### config.mk
export PLATFORM = sky130hd
export DESIGN_NAME = cpu_address_zone_decoder
export DESIGN_NICKNAME = d
export VERILOG_FILES = /design/src/zone_decoder_pkg.sv /design/src/cpu_address_zone_decoder.sv
export SDC_FILE = /design/constraint.sdc
export NUM_CORES = 1
export LEC_CHECK = 0
export ABC_AREA = 1
export CORE_UTILIZATION = 55
export DETAILED_ROUTE_END_ITERATION = 8
export DONT_BUFFER_PORTS = 1
export GPL_TIMING_DRIVEN = 0
export PLACE_DENSITY = 0.67
export SLEW_MARGIN = 20
export SYNTH_ARGS = -nofsm -noshare
export SYNTH_HDL_FRONTEND = slang
export SYNTH_SLANG_ARGS = --single-unit
### constraint.sdc
create_clock -name ref_clk -period 1.55 [get_ports ref_clk]
set_input_delay 0.0775 -clock ref_clk [delete_from_list [all_inputs] [get_ports ref_clk]]
set_output_delay 0.0775 -clock ref_clk [all_outputs]
set_load 0.02 [all_outputs]
### src/zone_decoder_pkg.sv
// constants for the processor address zone decoder
package zone_decoder_pkg;
    // address widths
    localparam int ADDR_W = 34;
    localparam int IO_ADDR_W = 32;
    // zone codes on address bits 33:30
    localparam logic [3:0] ZONE_CACHED = 4'h0;
    localparam logic [3:0] ZONE_NOBCACHE = 4'h4;
    localparam logic [3:0] ZONE_NODCACHE = 4'h6;
    localparam logic [3:0] ZONE_ROM = 4'h8;
    localparam logic [3:0] ZONE_INTACK = 4'h9;
    localparam logic [3:0] ZONE_PMEM = 4'ha;
    localparam logic [3:0] ZONE_PIO = 4'hb;
    // transfer sizes on address bits 6:5
    localparam logic [1:0] SIZE_BYTE = 2'h0;
    localparam logic [1:0] SIZE_WORD = 2'h1;
    localparam logic [1:0] SIZE_TRI = 2'h2;
    localparam logic [1:0] SIZE_LONG = 2'h3;
    // byte lanes, active low, none asserted
    localparam logic [3:0] LANES_OFF = 4'hf;
    // read acknowledge codes toward the processor
    localparam logic [2:0] ACK_NONE = 3'h0;
    localparam logic [2:0] ACK_FILL = 3'h1;
    localparam logic [2:0] ACK_NODCACHE = 3'h2;
    // cycle acknowledge code for locally ended barrier commands
    localparam logic [2:0] CACK_OK = 3'h1;
    // system register layout
    localparam int SYSREG_LO = 8;
    localparam int SYSREG_HI = 31;
    localparam int IOUPPER_LO = 26;
    localparam logic [23:0] SYSREG_RST = 24'h000000;
    // command codes from the processor
    localparam logic [2:0] CMD_READ = 3'h1;
    localparam logic [2:0] CMD_WRITE = 3'h2;
    localparam logic [2:0] CMD_BARRIER = 3'h3;
    // count at which each memory phase ends; a phase takes 5 cycles
    localparam logic [3:0] MEM_PHASE_CYC = 4'h4;
endpackage

### src/cpu_address_zone_decoder.sv
// address zone decoder and bridge between processor, memory and io bus
//
// Behaviour
// - address is 34 bits; top bit zero means memory, one means io
// - zones 0000 cached, 0100 bypass backup cache, 0110 also no dcache
// - io zones: 1000 rom, 1001 intack, 1010 pmem, 1011 pio, 11xx expansion
// - cached read miss: fill backup cache, then acknowledge
// - dirty valid fill block is written to dram before read data return
// - dirty write: write back, read background, merge, mark valid dirty
// - uncached zones: no victim, backup cache untouched, writes to dram
// - no-dcache zone acknowledge forbids data cache load; single fill
// - cpu master: io address 31:23 from register, 22:2 from cpu 29:9
// - dma master: io address 25:5 passes unshifted to cpu address 25:5
// - octaword selects act as address bit 4 during dma
// - expansion lanes from address 8:7, transfer size from address 6:5
// - io transfer length from bits 6:5; lanes chosen by bits 8:7
// - io byte enables active low per lane and length table
// - rom read: rom byte on 7:0, system register on upper bits
// - rom zone write loads system register, bits 31:8 same place
// - host zones start with address strobe, end on peripheral ready
// - host cycle type bits encoded per zone and direction
// - expansion zone ignored, barriers there acknowledged locally
//
// The placing of the registers and the plain strobed port were decided locally.
`timescale 1ns/1ps
module cpu_address_zone_decoder #(
    parameter int ROM_AW = 20
) (
    // clock and reset
    input  wire logic          ref_clk,
    input  wire logic          rst_n,
    // processor request
    input  wire logic          cmdValid,
    input  wire logic [2:0]    cmdCode,
    input  wire logic [33:0]   cpuAddr,
    input  wire logic [31:0]   cpuWrData,
    input  wire logic          blockValid,
    input  wire logic          blockDirty,
    // processor answers
    output logic      [2:0]    readAck,
    output logic      [2:0]    cycleAck,
    output logic      [31:0]   cpuRdData,
    output logic               cmdBusy,
    // memory and backup cache control
    output logic               dramVictimWr,
    output logic               dramRead,
    output logic               dramWrite,
    output logic               bcacheFill,
    output logic               bcacheMerge,
    output logic               bcacheMarkDirty,
    // io address bus and byte lanes
    output logic      [31:2]   ioAddr,
    output logic      [3:0]    peripheral_byte_lanes,
    output logic      [1:0]    expansion_byte_lanes,
    output logic      [1:0]    expansion_transfer_size,
    output logic               expansionSelect,
    // dma path
    input  wire logic          dmaActive,
    input  wire logic [25:5]   dmaIoAddr,
    input  wire logic          octaword_select_upper,
    input  wire logic          octaword_select_lower,
    output logic      [25:4]   dmaCpuAddr,
    // debug rom
    output logic      [ROM_AW-1:0] romAddr,
    input  wire logic [7:0]    romData,
    output logic      [23:0]   sysReg,
    // peripheral host bus
    output logic               hostAddrStrobe_n,
    output logic               hostMemIo,
    output logic               hostDataCtl,
    output logic               hostWriteRead,
    input  wire logic          hostReady_n,
    input  wire logic [31:0]   hostRdData
);
    // ****************************************
    // decode helpers
    // ****************************************
    // byte enables from lane and size codes
    function automatic logic [3:0] laneDecode(input logic [3:0] a);
        logic [3:0] r;
        r = zone_decoder_pkg::LANES_OFF;
        unique case (a[1:0])
            // lengths from 6:5 with lanes 8:7
            zone_decoder_pkg::SIZE_BYTE: r = ~(4'h1 << a[3:2]);
            zone_decoder_pkg::SIZE_WORD: begin
                // word at lane 11 is reserved
                if (a[3:2] != 2'h3) r = ~(4'h3 << a[3:2]);
            end
            zone_decoder_pkg::SIZE_TRI: begin
                if (a[3:2] == 2'h0) r = 4'h8;
                else if (a[3:2] == 2'h1) r = 4'h1;
            end
            zone_decoder_pkg::SIZE_LONG: begin
                if (a[3:2] == 2'h2) r = 4'h0;
            end
        endcase
        return r;
    endfunction

    // zones that run a host bus cycle
    function automatic logic isHostZone(input logic [3:0] z);
        return z == zone_decoder_pkg::ZONE_INTACK
            || z == zone_decoder_pkg::ZONE_PMEM
            || z == zone_decoder_pkg::ZONE_PIO;
    endfunction

    function automatic logic isLocalZone(input logic [3:0] z);
        return !z[3] || z == zone_decoder_pkg::ZONE_ROM || isHostZone(z);
    endfunction

    // only the cached zone uses the backup cache
    function automatic logic isCachedZone(input logic [3:0] z);
        return z == zone_decoder_pkg::ZONE_CACHED;
    endfunction

    // write commands carry data
    function automatic logic isWriteCmd(input logic [2:0] c);
        return c == zone_decoder_pkg::CMD_WRITE;
    endfunction

    // ****************************************
    // request sequencer
    // ****************************************
    typedef enum logic [2:0] {
        IDLE    = 3'h0,
        VICTIM  = 3'h1,
        FETCH   = 3'h3,
        FILL    = 3'h2,
        ANSWER  = 3'h6,
        HOST    = 3'h7,
        STORE   = 3'h5
    } seq_e;

    seq_e       state_q;
    logic [3:0] cnt_q;
    logic [3:0] zone_q;
    logic       isWrite_q;
    logic [33:0] addr_q;
    logic [31:0] wdata_q;

    logic [3:0] zoneIn;
    logic       cntDone;
    assign zoneIn  = cpuAddr[33:30];
    assign cntDone = (cnt_q == zone_decoder_pkg::MEM_PHASE_CYC);
    logic       cmdTake;
    logic       busyNext;
    logic       hostStart;
    logic [31:0] hostData_q;
    // request leaves idle on this edge
    assign cmdTake = state_q == IDLE && cmdValid
        && cmdCode != zone_decoder_pkg::CMD_BARRIER && isLocalZone(zoneIn);
    // busy matches the state after this edge
    assign busyNext = cmdTake || (state_q != IDLE && state_q != ANSWER);
    // host cycle begins on this edge
    assign hostStart = cmdTake && isHostZone(zoneIn);

    // request capture
    always_ff @(posedge ref_clk) begin
        if (!rst_n) begin
            zone_q    <= 4'h0;
            isWrite_q <= 1'b0;
            addr_q    <= 34'h000000000;
            wdata_q   <= 32'h00000000;
        end else if (state_q == IDLE && cmdValid) begin
            zone_q    <= zoneIn;
            isWrite_q <= isWriteCmd(cmdCode);
            addr_q    <= cpuAddr;
            wdata_q   <= cpuWrData;
        end
    end

    // phase counter
    always_ff @(posedge ref_clk) begin
        if (!rst_n || state_q == IDLE || cntDone)
            cnt_q <= 4'h0;
        else
            cnt_q <= cnt_q + 4'h1;
    end

    always_ff @(posedge ref_clk) begin
        if (!rst_n) begin
            state_q <= IDLE;
        end else begin
            unique case (state_q)
                IDLE: begin
                    if (cmdTake) begin
                        if (!cpuAddr[33]) begin
                            if (isCachedZone(zoneIn)
                                && blockValid && blockDirty)
                                state_q <= VICTIM;
                            else if (isWriteCmd(cmdCode)
                                && !isCachedZone(zoneIn))
                                state_q <= STORE;
                            else
                                state_q <= FETCH;
                        end else if (isHostZone(zoneIn)) begin
                            state_q <= HOST;
                        end else begin
                            state_q <= ANSWER;
                        end
                        // expansion zone left to outside logic
                    end
                end
                VICTIM:  if (cntDone) state_q <= FETCH;
                FETCH: begin
                    if (cntDone) begin
                        if (isCachedZone(zone_q))
                            state_q <= FILL;
                        else
                            state_q <= ANSWER;
                    end
                end
                FILL:    state_q <= ANSWER;
                STORE:   if (cntDone) state_q <= ANSWER;
                HOST:    if (!hostReady_n) state_q <= ANSWER;
                ANSWER:  state_q <= IDLE;
                default: state_q <= IDLE;
            endcase
        end
    end

    // ****************************************
    // memory side strobes
    // ****************************************
    always_ff @(posedge ref_clk) begin
        if (!rst_n) begin
            dramVictimWr    <= 1'b0;
            dramRead        <= 1'b0;
            dramWrite       <= 1'b0;
            bcacheFill      <= 1'b0;
            bcacheMerge     <= 1'b0;
            bcacheMarkDirty <= 1'b0;
            cmdBusy         <= 1'b0;
        end else begin
            dramVictimWr <= (state_q == VICTIM);
            dramRead     <= (state_q == FETCH);
            // uncached writes go straight to dram
            dramWrite    <= (state_q == STORE);
            bcacheFill   <= (state_q == FILL) && !isWrite_q;
            bcacheMerge  <= (state_q == FILL) && isWrite_q;
            // line valid and dirty after merge
            bcacheMarkDirty <= (state_q == FILL) && isWrite_q;
            cmdBusy      <= busyNext;
        end
    end

    // ****************************************
    // answers to the processor
    // ****************************************
    always_ff @(posedge ref_clk) begin
        if (!rst_n) begin
            readAck   <= zone_decoder_pkg::ACK_NONE;
            cycleAck  <= 3'h0;
            cpuRdData <= 32'h00000000;
        end else begin
            readAck  <= zone_decoder_pkg::ACK_NONE;
            cycleAck <= 3'h0;
            if (state_q == ANSWER) begin
                if (isWrite_q)
                    cycleAck <= zone_decoder_pkg::CACK_OK;
                // no data cache load in this zone
                else if (zone_q == zone_decoder_pkg::ZONE_NODCACHE)
                    readAck <= zone_decoder_pkg::ACK_NODCACHE;
                else
                    readAck <= zone_decoder_pkg::ACK_FILL;
                if (zone_q == zone_decoder_pkg::ZONE_ROM)
                    cpuRdData <= {sysReg, romData};
                else if (addr_q[33])
                    cpuRdData <= hostData_q;
            end
            // barrier in expansion zone ends here
            if (state_q == IDLE && cmdValid && cpuAddr[33:32] == 2'h3
                && cmdCode == zone_decoder_pkg::CMD_BARRIER)
                cycleAck <= zone_decoder_pkg::CACK_OK;
        end
    end

    // ****************************************
    // system register
    // ****************************************
    always_ff @(posedge ref_clk) begin
        if (!rst_n)
            sysReg <= zone_decoder_pkg::SYSREG_RST;
        else if (state_q == ANSWER && isWrite_q
                 && zone_q == zone_decoder_pkg::ZONE_ROM)
            sysReg <= wdata_q[zone_decoder_pkg::SYSREG_HI:
                              zone_decoder_pkg::SYSREG_LO];
    end

    // ****************************************
    // io address and byte lanes
    // ****************************************
    always_ff @(posedge ref_clk) begin
        if (!rst_n) begin
            ioAddr                  <= 30'h00000000;
            peripheral_byte_lanes   <= zone_decoder_pkg::LANES_OFF;
            expansion_byte_lanes    <= 2'h0;
            expansion_transfer_size <= 2'h0;
            expansionSelect         <= 1'b0;
            romAddr                 <= '0;
        end else begin
            // upper from register, lower from 29:9
            ioAddr <= {sysReg[23:15], cpuAddr[29:9]};
            peripheral_byte_lanes <= cpuAddr[33] ?
                laneDecode(cpuAddr[8:5]) : zone_decoder_pkg::LANES_OFF;
            expansion_byte_lanes    <= cpuAddr[8:7];
            expansion_transfer_size <= cpuAddr[6:5];
            expansionSelect <= cmdValid && cpuAddr[33:32] == 2'h3;
            romAddr <= cpuAddr[ROM_AW+8:9];
        end
    end

    // ****************************************
    // dma address path
    // ****************************************
    always_ff @(posedge ref_clk) begin
        if (!rst_n)
            dmaCpuAddr <= 22'h000000;
        else if (dmaActive)
            dmaCpuAddr <= {dmaIoAddr,
                           octaword_select_upper | octaword_select_lower};
    end

    // ****************************************
    // peripheral host bus
    // ****************************************
    always_ff @(posedge ref_clk) begin
        if (!rst_n) begin
            hostAddrStrobe_n <= 1'b1;
            hostMemIo        <= 1'b0;
            hostDataCtl      <= 1'b0;
            hostWriteRead    <= 1'b0;
        end else begin
            hostAddrStrobe_n <= !hostStart;
            if (hostStart) begin
                hostMemIo     <= (zoneIn == zone_decoder_pkg::ZONE_PMEM);
                hostDataCtl   <= (zoneIn != zone_decoder_pkg::ZONE_INTACK);
                hostWriteRead <= (zoneIn != zone_decoder_pkg::ZONE_INTACK)
                    && isWriteCmd(cmdCode);
            end
        end
    end

    // ****************************************
    // host read data
    // ****************************************
    // data taken on the ready edge
    always_ff @(posedge ref_clk) begin
        if (!rst_n)
            hostData_q <= 32'h00000000;
        else if (state_q == HOST && !hostReady_n)
            hostData_q <= hostRdData;
    end
endmodule // cpu_address_zone_decoder

**Yosys cells after proc, flatten, opt, wreduce, memory -nomap -nowiden**

Cells that the tools add are included.
W data, S select, Z words.

- Shift operators: 2
- Muxes and demuxes: 22
- Add/subtract/negate cells: 1
- Equality and inequality tests: 30
- Reductions and logical operators: 42
- Bitwise operators: 5

Operators by type and width:

| kind | count |
|---|---|
| $mux W32 | 2 |
| $mux W3 | 9 |
| $eq A4 B4 Y1 const B | 5 |
| $pmux W3 S6 | 1 |
| $logic_and A1 B1 Y1 | 17 |
| $mux W4 | 4 |
| $pmux W4 S4 | 1 |
| $eq A3 B2 Y1 const B | 4 |
| $ne A2 B2 Y1 const B | 6 |
| $eq A3 B3 Y1 const B | 3 |
| $eq A2 B2 Y1 const B | 4 |
| $eq A4 B3 Y1 const B | 2 |
| $logic_not A4 Y1 | 2 |
| $not A4 Y4 | 2 |
| $logic_or A1 B1 Y1 | 7 |
| $logic_not A1 Y1 | 6 |
| $reduce_or A3 Y1 | 2 |
| $reduce_and A5 Y1 | 1 |
| $add A4 B1 Y4 const B | 1 |
| $eq A2 B1 Y1 const B | 2 |
| $logic_not A2 Y1 | 2 |
| $mux W1 | 4 |
| $ne A4 B4 Y1 const B | 1 |
| $reduce_and A2 Y1 | 2 |
| 11 further kinds | 12 |

- Bits of input ports: 139
- Flip-flop bits (word level): 263
- Word-level logic and storage cells: 131

**Longest topological paths before layout**

Gate-level depths: netlist (run 1).

- Depth after elaboration: 8
- Mapped depth: 9
- Gate-level depth less buffers: 9

**Worst setup path before layout (run 1)**

No wires, ideal clock.

- Kind: flip-flop to flip-flop
- Start point: register state_q[1]
- End point: register cpuRdData[11]
- Buffers on the path: 1
- Arrival time: 1.136 ns
- Period minus slack after synthesis: 1.252 ns
- Data required time: 1.434 ns
- Setup time: 0.116 ns
- Slack: 0.298 ns
- Cell stages (with the launch flop): 9
- Path through: dfxtp_1 > inv_2 > nor2_4 > nand2_4 > nor2_8 > buf_4 > o211ai_1 > o211ai_1 > inv_1

- Cells in the longest elaborated chain, start to end: 2

Ends and longest elaborated chain:

| what | RTL line | RTL |
|---|---|---|
| from (decl) | cpu_address_zone_decoder.sv:134 | `seq_e state_q;` |
| from (signal assigned) | cpu_address_zone_decoder.sv:182 | `state_q <= IDLE;` |
| from (signal assigned) | cpu_address_zone_decoder.sv:190 | `state_q <= VICTIM;` |
| from (signal assigned) | cpu_address_zone_decoder.sv:193 | `state_q <= STORE;` |
| $eq A3 B3 Y1 | cpu_address_zone_decoder.sv:258 | `if (state_q == ANSWER) begin` |
| $reduce_and A2 Y1 (no line) | -- |  |
| to (signal assigned) | cpu_address_zone_decoder.sv:267 | `cpuRdData <= {sysReg, romData};` |
| to (signal assigned) | cpu_address_zone_decoder.sv:269 | `cpuRdData <= hostData_q;` |
| to (decl) | cpu_address_zone_decoder.sv:42 | `output logic [31:0] cpuRdData,` |

Every way passes these cells.
A chain may end at the register's enable or synchronous reset.

**Worst setup path in the final report (run 1)**

- Start point: register zone_q[3]
- End point: register cpuRdData[8]

- Cells in the longest elaborated chain, start to end: 3
- Elaborated cells between the ends (all ways): 4
- Classes of those cells: eq/ne (1); mux (1); reduce/logical (2)

Ends and longest elaborated chain:

| what | RTL line | RTL |
|---|---|---|
| from (decl) | cpu_address_zone_decoder.sv:136 | `logic [3:0] zone_q;` |
| from (signal assigned) | cpu_address_zone_decoder.sv:165 | `zone_q <= zoneIn;` |
| $eq A4 B4 Y1 (*) | cpu_address_zone_decoder.sv:266 | `if (zone_q == zone_decoder_pkg::ZONE_ROM)` |
| $reduce_bool A2 Y1 (no line) | -- |  |
| $reduce_and A2 Y1 (no line) | -- |  |

Every way passes the cells marked *; elsewhere a longest branch is shown, timed or not.

==> results_tabular.tex, run 1 <==
\begin{tabular}{lr}
\hline
Metric & Value \\
\hline
\multicolumn{2}{l}{\textbf{Floorplan}} \\
\quad Area inside the core boundary & 0.01335 mm² \\
\quad Die outline area & 0.01422 mm² \\
\quad Number of top-level pins & 293 \\
\quad FP Rows & 42 \\
\quad DIE WIDTH & 119.3 µm \\
\quad Die H & 119.3 µm \\
\quad Initial Util & 56.65\% \\
\multicolumn{2}{l}{\textbf{Yosys}} \\
\quad Leading cell types by total area after synthesis & dfxtp\_1 (52\%), nor2\_1 (6.6\%), nand2\_1 (6.5\%) \\
\quad Most frequent cells after synthesis & dfxtp\_1 (198), nor2\_1 (133), nand2\_1 (131), inv\_1 (112), o21ai\_0 (79) \\
\quad Cell type with the highest aggregate area in the netlist & dfxtp\_1 \\
\quad Proportion of netlist area held by the largest area contributor & 52.42\% \\
\quad Number of storage elements in the synthesis netlist & 198 \\
\quad Mean post-synth cell area & 7.993 µm² \\
\quad FFs w/ async S/R, synth & 0\% \\
\quad Syn. warnings & 0 \\
\quad Sequential area share after synthesis & 52.42\% \\
\quad Number of distinct library cells after synthesis & 32 \\
\quad Cell area after synthesis & 0.007561 mm² \\
\quad Top flip-flop cell by instance count after synthesis & dfxtp\_1 \\
\quad Gate count after technology mapping & 946 \\
\quad Number of enable flip-flop cells after synthesis & 0 \\
\quad Dominant cell by count in the synthesized netlist & dfxtp\_1 \\
\multicolumn{2}{l}{\textbf{Clocking}} \\
\quad Cts bufs inserted & 17 \\
\quad Clk sink count & 198 \\
\quad CTS H-tree lvls & 4 \\
\quad Root buf cell & clkbuf\_16 \\
\quad Clock latency of the later-clocked register in the worst-skew pair & 420 ps \\
\quad Post-CTS clock slew at the launch and capture registers of the worst setup and hold paths & 70 ps \\
\quad TritonCTS clock tree & yes \\
\quad Maximum number of buffers from clock root to sink & 2 \\
\multicolumn{2}{l}{\textbf{Finish}} \\
\quad Final core utilization & 73.37\% \\
\quad Filler cell count in the final layout & 1,044 \\
\quad Layout Area Growth over Synthesis & 29.52\% \\
\quad Area of the multi-input gates & 0.002710 mm² \\
\quad Number of standard cells in the final layout excluding fillers & 1,285 \\
\quad Antenna Cells & 0 \\
\quad Layout cell share with drive strength beyond 1 & 10.10\% \\
\quad Sequential cell area & 0.003968 mm² \\
\quad Number of nets in the final layout & 1,241 \\
\multicolumn{2}{l}{\textbf{Worst setup path}} \\
\quad List of cells traversed by the critical path & inv\_2 > nor2\_2 > nand2\_2 > buf\_6 > buf\_4 > o211ai\_1 > o211ai\_1 > inv\_1 \\
\quad Longest individual stage delay on the worst path & 350 ps \\
\quad Critical path type & reg2reg \\
\quad Critical path startpoint category & flop \\
\quad Crit-path leading delay family & buffers and inverters \\
\quad Critical path required time & 1920 ps \\
\quad Signal arrival time at the worst endpoint & 1820 ps \\
\quad Critical Path Slowest Stage Cell & dfxtp\_1 \\
\quad Worst path buffer plus inverter count & 4 \\
\quad Critical Path End Type & flop \\
\quad Crit path max fanout & 10 \\
\quad Most used cell along the critical path & o211ai\_1 \\
\multicolumn{2}{l}{\textbf{Placement}} \\
\quad Total half-perimeter wirelength after legalization and detailed placement & 13.67 mm \\
\quad Total placed cells including tap cells & 1,124 \\
\quad Setup WS pre-CTS & -34.94 ps \\
\quad Quantity of I/O buffers inserted on ports & 0 \\
\quad GP Congestion & 0.8421 \\
\multicolumn{2}{l}{\textbf{Global route}} \\
\quad Wire length of the first global-routing pass & 31.93 mm \\
\quad Total gr overflow & 0 \\
\quad Maximum number of pins on one net before global-route repair & 17 \\
\quad Number of global-route vias before repair & 6,415 \\
\quad Antenna violations before repair & 0 \\
\quad Total Routing Usage GR & 28.58\% \\
\multicolumn{2}{l}{\textbf{Timing}} \\
\quad Slew of the pin with the lowest slew margin & 604.2 ps \\
\quad Final Max Tran Viols & 0 \\
\quad Unrepaired setup endpoints after global routing & true \\
\quad Final setup viols & 0 \\
\quad Share of the clock period used by the worst path after layout & 93.81\% \\
\quad Shortest clock period the worst path allows after layout & 1454 ps \\
\quad Achievable frequency & 687.7 MHz \\
\quad Worst Slack Setup Final & 95.88 ps \\
\quad Endpoints failing hold & 0 \\
\quad Maximum clock skew at final layout & 6.881 ps \\
\quad Worst-case headroom to the max-slew limit & 59.72\% \\
\multicolumn{2}{l}{\textbf{Route}} \\
\quad Antenna violation net count after detailed routing & 0 \\
\quad Mean number of vias per cell & 5.130 \\
\quad Count of TritonRoute iterations in the first routing pass & 5 \\
\quad Via count of the routed design & 6,592 \\
\quad Violation count after the first detailed-routing iteration & 424 \\
\quad Final Routed Wirelength & 19.99 mm \\
\quad DRC violation count after routing & 0 \\
\quad Post-detailed-route wirelength per cell & 15.55 µm \\
\multicolumn{2}{l}{\textbf{Power and ir drop}} \\
\quad Peak supply drop & 0.7755 mV \\
\quad Leakage component of the power & 4.411 nW \\
\quad Total design power & 0.01319 W \\
\quad Power density relative to cell area & 1347 mW/mm² \\
\multicolumn{2}{l}{\textbf{Outcome}} \\
\quad Result of the run & completed \\
\multicolumn{2}{l}{\textbf{Run}} \\
\quad Maxcap violations & 0 \\
\multicolumn{2}{l}{\textbf{Hold path}} \\
\quad Class of the most critical hold timing path & in2reg \\
\hline
\end{tabular}
worst reg2reg max path, delay by kind of cell (launching register included):
family	cells	cell delay, ps
buf+inv	4	510
flops	1	350
compound gates	2	350
simple gates	2	200
what timing repair did:
item | in CTS | in global routing
pin swaps | 0 | 3
hold endpoints to repair | 128 | 0
hold buffers | 126 | 0
setup buffers | 0 | 3
setup endpoints to repair | 16 | 88
resized for setup | 1 | 17
through the flow:
stage               cell area [µm²]  hold WS [ps]  setup TNS [ps]
global placement               7789         173.7          -62.26
CTS                            9739         22.22               0
detailed placement             7789         175.0          -77.03
finish                         9793         42.08               0
floorplan                      7569         171.0               0
global route                   9793         67.64         -0.9668
layer usage:
metal	global-route usage [%]	routed length (µm)	part of all wire (%)
met1	35.07	8484	42
met2	46.37	9403	47
met3	8.812	1597	8.0
met4	11.79	501	2.5
met5	0	0	0
where the power goes:
part           leakage (nW)  internal (W)  switching [W]
sequential             1.61       0.00548       0.000439
clock                 0.337       0.00310        0.00191
combinational          2.46      0.000889        0.00138
placed cells by master, fill, tap and decap left out, drive strengths merged, types with 46 or more instances in the layout:
cell type,Yosys,routed
nand3,46,46
dfxtp,198,198
inv,118,119
nand2,135,135
buf,53,55
a21oi,65,65
o211ai,57,57
clkbuf,26,49
nor2,139,139
dlygate4sd3,0,126
o21ai,87,87
worst paths after layout:
check | slack [ps] | cells after the start | end | startpoint
setup / recovery | 100 | 8 | cpuRdData[8] | zone_q[3]
hold / removal | 40 | 3 | peripheral_byte_lanes[3] | cpuAddr[7]
setup reg to reg | 100 | 8 | cpuRdData[8] | zone_q[3]
hold reg to reg | 430 | 1 | bcacheFill | isWrite_q
final cells by class:
cell class | count | area share, %
Sequential cell | 198 | 40.51
Inverter | 119 | 4.587
Buffer | 79 | 4.881
Tap cell | 176 | 2.249
Clock inverter | 10 | 1.942
Clock buffer | 22 | 5.047
Timing Repair Buffer | 129 | 13.11
Multi-Input combinational cell | 552 | 27.67
flip-flops by register name, summed over array words and instances (netlist names), 4 cells and up:
| signal | flops |
|---|---|
| cnt_q | 4 |
| cpuRdData | 32 |
| dmaCpuAddr | 22 |
| hostData_q | 32 |
| ioAddr | 30 |
| peripheral_byte_lanes | 4 |
| sysReg | 24 |
| wdata_q | 24 |
| zone_q | 4 |
cells by family (layout without fill, tap and decap cells):
kind of cell,count (synthesis),after routing,share of synthesized area (%)
simple gates,331,331,18.43
compound gates,210,210,15.87
flops,198,198,52.42
buf+inv,198,359,12.00
fa+ha+maj,6,6,0.9929
xor+xnor,2,2,0.2317
other cells,1,3,0.04960
No activity file was read; power rests on OpenSTA's default activity.
==> run 2, diff against run 1 <==
clock period = 1.6 ns   (was 1.55 ns; I/O delays follow)
==> run 2 against run 1 <==
  * Flip-flop and latch count stayed put
  * Clock skew up 1.1 ps
  * Non-clock buffer count shrank 1
  * Routed wire length shrank 0.52%
  * Maximum frequency down 2.7%
  * Total power shrank 3.3%
  * Sequential share of layout area hardly changed
  * Critical path type unchanged
  * Critical endpoint is now hostData_q[14]
  * Largest power group unchanged
  * Highest routed layer unchanged
==> results_tabular.tex, run 2 (synthesis gave the netlist of run 1 again) <==
\begin{tabular}{lr}
\hline
Metric & Value \\
\hline
\multicolumn{2}{l}{\textbf{Outcome}} \\
\quad Result of the run & completed \\
\multicolumn{2}{l}{\textbf{Finish}} \\
\quad Final design area excluding fillers & 0.009781 mm² \\
\quad Filler cell count in the final layout & 1,044 \\
\quad Layout cell share with drive strength beyond 1 & 9.747\% \\
\quad Most common cell after layout, fill and taps aside & dfxtp\_1 \\
\quad Sequential cell area & 0.003965 mm² \\
\quad Antenna Cells & 0 \\
\quad Number of nets in the final layout & 1,240 \\
\quad Area of the multi-input gates & 0.002708 mm² \\
\quad Largest registers ranked by flip-flop count & cpuRdData (32), hostData\_q (32), ioAddr (30) \\
\quad Highest-count cells in the layout ignoring fill and taps & dfxtp\_1 (197), nor2\_1 (132), nand2\_1 (130) \\
\quad Layout Area Growth over Synthesis & 29.36\% \\
\multicolumn{2}{l}{\textbf{Global route}} \\
\quad Total Routing Usage GR & 28.54\% \\
\quad Total gr overflow & 0 \\
\quad Number of global-route vias before repair & 6,412 \\
\quad Wire length of the first global-routing pass & 31.88 mm \\
\quad Antenna violations before repair & 0 \\
\quad Maximum number of pins on one net before global-route repair & 17 \\
\multicolumn{2}{l}{\textbf{Route}} \\
\quad Antenna violation net count after detailed routing & 0 \\
\quad Mean number of vias per cell & 5.147 \\
\quad DRC violation count after routing & 0 \\
\quad Count of TritonRoute iterations in the first routing pass & 5 \\
\quad Violation count after the first detailed-routing iteration & 441 \\
\quad Final Routed Wirelength & 19.88 mm \\
\quad Via count of the routed design & 6,609 \\
\quad Post-detailed-route wirelength per cell & 15.48 µm \\
\multicolumn{2}{l}{\textbf{Worst setup path}} \\
\quad Critical path type & reg2reg \\
\quad Crit path max fanout & 10 \\
\quad List of cells traversed by the critical path & nand3\_2 > nor2\_4 > inv\_2 > buf\_2 > nor2\_1 > nor2\_1 \\
\quad Longest individual stage delay on the worst path & 510 ps \\
\quad Launching element of the worst setup path & state\_q[0] \\
\quad Signal arrival time at the worst endpoint & 1810 ps \\
\quad Worst r2r src & state\_q[0] \\
\quad Critical Path Slowest Stage Cell & dfxtp\_1 \\
\quad Most used cell along the critical path & nor2\_1 \\
\quad Critical Path End Type & flop \\
\quad Critical path startpoint category & flop \\
\quad Critical path required time & 1910 ps \\
\multicolumn{2}{l}{\textbf{Clocking}} \\
\quad CTS H-tree lvls & 4 \\
\quad Maximum number of buffers from clock root to sink & 2 \\
\quad TritonCTS clock tree & yes \\
\quad Cts bufs inserted & 17 \\
\quad Root buf cell & clkbuf\_16 \\
\quad Clock latency of the later-clocked register in the worst-skew pair & 420 ps \\
\quad Post-CTS clock slew at the launch and capture registers of the worst setup and hold paths & 70 ps \\
\quad Clk sink count & 198 \\
\multicolumn{2}{l}{\textbf{Timing}} \\
\quad Share of the clock period used by the worst path after layout & 93.37\% \\
\quad Achievable frequency & 669.4 MHz \\
\quad Unrepaired setup endpoints after global routing & false \\
\quad Slew of the pin with the lowest slew margin & 616.1 ps \\
\quad Endpoints failing hold & 0 \\
\quad Final setup viols & 0 \\
\quad Total negative slack for setup checks & 0 ps \\
\quad Maximum clock skew at final layout & 7.971 ps \\
\quad Final Max Tran Viols & 0 \\
\quad Shortest clock period the worst path allows after layout & 1494 ps \\
\quad Worst-case headroom to the max-slew limit & 58.93\% \\
\multicolumn{2}{l}{\textbf{Floorplan}} \\
\quad FP Rows & 42 \\
\quad Initial Util & 56.65\% \\
\quad Die H & 119.3 µm \\
\quad Die outline area & 0.01422 mm² \\
\quad Number of top-level pins & 293 \\
\quad DIE WIDTH & 119.3 µm \\
\quad Area inside the core boundary & 0.01335 mm² \\
\multicolumn{2}{l}{\textbf{Placement}} \\
\quad GP Congestion & 0.8421 \\
\quad Quantity of I/O buffers inserted on ports & 0 \\
\quad Placed Instance Area & 0.007789 mm² \\
\quad Total half-perimeter wirelength after legalization and detailed placement & 13.67 mm \\
\multicolumn{2}{l}{\textbf{Power and ir drop}} \\
\quad NetSw & 0.003595 W \\
\quad Design internal power & 0.009157 W \\
\quad Peak supply drop & 0.7511 mV \\
\quad Power density relative to cell area & 1304 mW/mm² \\
\quad Leakage component of the power & 4.403 nW \\
\quad Part of the power in registers & 44.9\% \\
\quad Switching power share of the total & 28.19\% \\
\quad Combinational power share & 17.2\% \\
\quad Clk pwr share & 37.9\% \\
\multicolumn{2}{l}{\textbf{Hold path}} \\
\quad Hold Startpoint & cpuAddr[7] \\
\quad Class of the most critical hold timing path & in2reg \\
\multicolumn{2}{l}{\textbf{Run}} \\
\quad Maxcap violations & 0 \\
\hline
\end{tabular}
run 2: power by group through the flow:
stage	logic [W]	clock network [W]	registers, W
3_3_place_gp	0.00178	0	0.00582
5_1_grt	0.00243	0.00513	0.00576
2_1_floorplan	0.00142	0	0.00576
6_report	0.00220	0.00483	0.00572
3_5_place_dp	0.00180	0	0.00582
4_1_cts	0.00207	0.00490	0.00571
run 2: final timing paths:
kind / to / slack [ps] / cells after the start
setup / recovery: hostData_q[14] / 110 / 6
hold / removal: peripheral_byte_lanes[3] / 40 / 3
setup reg to reg: hostData_q[14] / 110 / 6
hold reg to reg: bcacheFill / 430 / 1
run 2: through the flow:
| stage | instances | total power [W] | setup slack [ps] | hold WS (ps) | utilization [%] |
|---|---|---|---|---|---|
| 2_1_floorplan | 948 | 0.007183 | 347.8 | 173.5 | - |
| 3_3_place_gp | 1124 | 0.007593 | 16.79 | 176.2 | 58.35 |
| 3_5_place_dp | 1124 | 0.007624 | 15.06 | 177.5 | 58.35 |
| 4_1_cts | 1282 | 0.01268 | 3.786 | 25.31 | 72.93 |
| 5_1_grt | 1284 | 0.01333 | 13.07 | 70.12 | 73.28 |
| 6_report | 1284 | 0.01275 | 106.1 | 42.40 | 73.28 |
run 2: layout make-up:
class                   count  area share, %
multi-input cells         552          27.68
plain buffers              79          4.887
clock inverters            10          1.944
well taps                 176          2.252
flip-flops and latches    198          40.54
repair buffers            128          13.05
inverters                 119          4.593
clock buffers              22          5.053
run 2: repair_timing:
item | CTS | global route
setup endpoints to repair | 0 | 56
hold buffers | 126 | 0
hold endpoints to repair | 128 | 0
setup buffers | 0 | 2
resized for setup | 0 | 14
run 2: worst max-delay path: cells and delay by family, from the launching register on:
family / cells / cell delay [ps]
buf+inv: 2 / 270
simple gates: 4 / 600
flops: 1 / 510
run 2: layer usage:
layer | global-route usage (%) | part of all wire, %
met5 | 0 | 0
met4 | 11.71 | 2.5
met3 | 8.716 | 8.1
met2 | 46.33 | 47
met1 | 35.07 | 42
==> run 3, diff against run 2 <==
PLACE_DENSITY = unset   (was 0.67)
PLACE_DENSITY_LB_ADDON = 0.12   (was unset)
==> run 3 against run 2 <==
  * Clock skew about the same
  * Sequential share of layout area up 0.16 points
  * Critical path type unchanged
  * Sequential power about the same
==> results_tabular.tex, run 3 (synthesis gave the netlist of run 1 again) <==
\begin{tabular}{lr}
\hline
Metric & Value \\
\hline
\multicolumn{2}{l}{\textbf{Outcome}} \\
\quad Result of the run & completed \\
\multicolumn{2}{l}{\textbf{Finish}} \\
\quad Sequential cell area & 0.003968 mm² \\
\quad Number of standard cells in the final layout excluding fillers & 1,285 \\
\quad Filler cell count in the final layout & 1,040 \\
\quad Largest registers ranked by flip-flop count & cpuRdData (32), hostData\_q (32), ioAddr (30) \\
\quad Antenna Cells & 0 \\
\quad Number of nets in the final layout & 1,241 \\
\quad Layout cell share with drive strength beyond 1 & 9.829\% \\
\quad Layout Area Growth over Synthesis & 28.94\% \\
\quad Highest-count cells in the layout ignoring fill and taps & dfxtp\_1 (195), nor2\_1 (132), nand2\_1 (131) \\
\quad Most common cell after layout, fill and taps aside & dfxtp\_1 \\
\quad Area of the multi-input gates & 0.002705 mm² \\
\multicolumn{2}{l}{\textbf{Clocking}} \\
\quad Clock latency of the later-clocked register in the worst-skew pair & 430 ps \\
\quad Post-CTS clock slew at the launch and capture registers of the worst setup and hold paths & 70 ps \\
\quad TritonCTS clock tree & yes \\
\quad Root buf cell & clkbuf\_16 \\
\quad CTS H-tree lvls & 4 \\
\quad Clk sink count & 198 \\
\quad Cts bufs inserted & 17 \\
\quad Maximum number of buffers from clock root to sink & 2 \\
\multicolumn{2}{l}{\textbf{Timing}} \\
\quad Final Max Tran Viols & 0 \\
\quad Share of the clock period used by the worst path after layout & 93.98\% \\
\quad Achievable frequency & 665.0 MHz \\
\quad Final setup viols & 0 \\
\quad Shortest clock period the worst path allows after layout & 1504 ps \\
\quad Unrepaired setup endpoints after global routing & false \\
\quad Maximum clock skew at final layout & 8.136 ps \\
\quad Endpoints failing hold & 0 \\
\quad Total negative slack for setup checks & 0 ps \\
\quad Worst-case headroom to the max-slew limit & 56.08\% \\
\quad Slew of the pin with the lowest slew margin & 658.8 ps \\
\multicolumn{2}{l}{\textbf{Route}} \\
\quad Violation count after the first detailed-routing iteration & 411 \\
\quad DRC violation count after routing & 0 \\
\quad Count of TritonRoute iterations in the first routing pass & 5 \\
\quad Antenna violation net count after detailed routing & 0 \\
\quad Mean number of vias per cell & 5.297 \\
\quad Final Routed Wirelength & 20.56 mm \\
\quad Via count of the routed design & 6,807 \\
\quad Post-detailed-route wirelength per cell & 16.00 µm \\
\multicolumn{2}{l}{\textbf{Floorplan}} \\
\quad Area inside the core boundary & 0.01335 mm² \\
\quad Die outline area & 0.01422 mm² \\
\quad Die H & 119.3 µm \\
\quad Initial Util & 56.65\% \\
\quad DIE WIDTH & 119.3 µm \\
\quad Number of top-level pins & 293 \\
\quad FP Rows & 42 \\
\multicolumn{2}{l}{\textbf{Run}} \\
\quad Maxcap violations & 0 \\
\multicolumn{2}{l}{\textbf{Global route}} \\
\quad Total Routing Usage GR & 29.09\% \\
\quad Antenna violations before repair & 0 \\
\quad Number of global-route vias before repair & 6,743 \\
\quad Maximum number of pins on one net before global-route repair & 18 \\
\quad Wire length of the first global-routing pass & 32.73 mm \\
\quad Total gr overflow & 0 \\
\multicolumn{2}{l}{\textbf{Worst setup path}} \\
\quad Critical Path End Type & flop \\
\quad Critical path type & reg2reg \\
\quad Crit path max fanout & 10 \\
\quad Signal arrival time at the worst endpoint & 1870 ps \\
\quad Critical path startpoint category & flop \\
\quad Critical path required time & 1970 ps \\
\multicolumn{2}{l}{\textbf{Power and ir drop}} \\
\quad Leakage component of the power & 4.376 nW \\
\quad Peak supply drop & 1.003 mV \\
\quad Power density relative to cell area & 1282 mW/mm² \\
\multicolumn{2}{l}{\textbf{Hold path}} \\
\quad Class of the most critical hold timing path & in2reg \\
\multicolumn{2}{l}{\textbf{Placement}} \\
\quad Total half-perimeter wirelength after legalization and detailed placement & 13.72 mm \\
\quad Quantity of I/O buffers inserted on ports & 0 \\
\quad Total placed cells including tap cells & 1,124 \\
\quad GP Congestion & 0.8988 \\
\hline
\end{tabular}
[run 3: changes by cell type in the layout (fill, tap and decap cells not counted), moves of 2 or more]
cell and delta:
clkbuf_8 -3, clkinvlp_4 +2, inv_6 +2, dfxtp_1 -2, dfxtp_2 +2
[run 3: timing repair]
action                                 4_1_cts  5_1_grt
gates resized for setup                      0       14
endpoints found under the hold margin      128        0
hold buffers                               127        0
setup endpoints to repair                    0       53
buffers inserted                             0        2
[run 3: where the power goes]
part	switching [W]	internal, W
logic	0.00132	0.000835
clock network	0.00189	0.00272
registers	0.000426	0.00530
total	0.00363	0.00886
[run 3: metal layers]
metal  global-route usage (%)  up-vias  share of wire, %
li1                         -     3313                 -
met4                    9.494        0               2.4
met5                        0        -                 0
met3                    8.908       47               8.0
met2                    49.49      280                48
met1                    34.78     3167                41
[run 3: final cells by class]
| cell class | count | share of cell area (%) |
|---|---|---|
| flip-flops and latches | 198 | 40.70 |
| multi-input cells | 552 | 27.75 |
| repair buffers | 129 | 13.19 |
| plain buffers | 79 | 4.902 |
| clock buffers | 19 | 4.646 |
| inverters | 119 | 4.582 |
| well taps | 176 | 2.259 |
| clock inverters | 13 | 1.976 |
[run 3: stage by stage]
| stage | utilization, % | hold slack [ps] | cell area, µm² | total power, W | worst slack [ps] |
|---|---|---|---|---|---|
| after floorplan | - | 173.5 | 7569 | 0.007183 | 347.8 |
| after global placement | 58.35 | 176.1 | 7789 | 0.007592 | 58.94 |
| after detailed placement | 58.35 | 178.3 | 7789 | 0.007615 | 47.02 |
| after CTS | 72.71 | 3.197 | 9706 | 0.01244 | 42.16 |
| after global routing | 73.04 | 13.08 | 9749 | 0.01309 | 15.42 |
| final | 73.04 | 20.09 | 9749 | 0.01250 | 96.26 |
[run 3: worst max-delay path, cell delays in order (launching register included)]
cell      delay (ps)
dfxtp_1          340
inv_2             80
nor2_1            90
nand2_1          110
buf_4            200
buf_4            180
o211ai_1         230
o211ai_1         140
inv_1             80
[run 3: final timing paths]
kind | from | endpoint | slack, ps | cells after the start
setup / recovery | zone_q[3] | cpuRdData[9] | 100 | 8
hold / removal | cpuAddr[8] | peripheral_byte_lanes[1] | 20 | 4
setup reg to reg | zone_q[3] | cpuRdData[9] | 100 | 8
hold reg to reg | isWrite_q | bcacheFill | 420 | 1
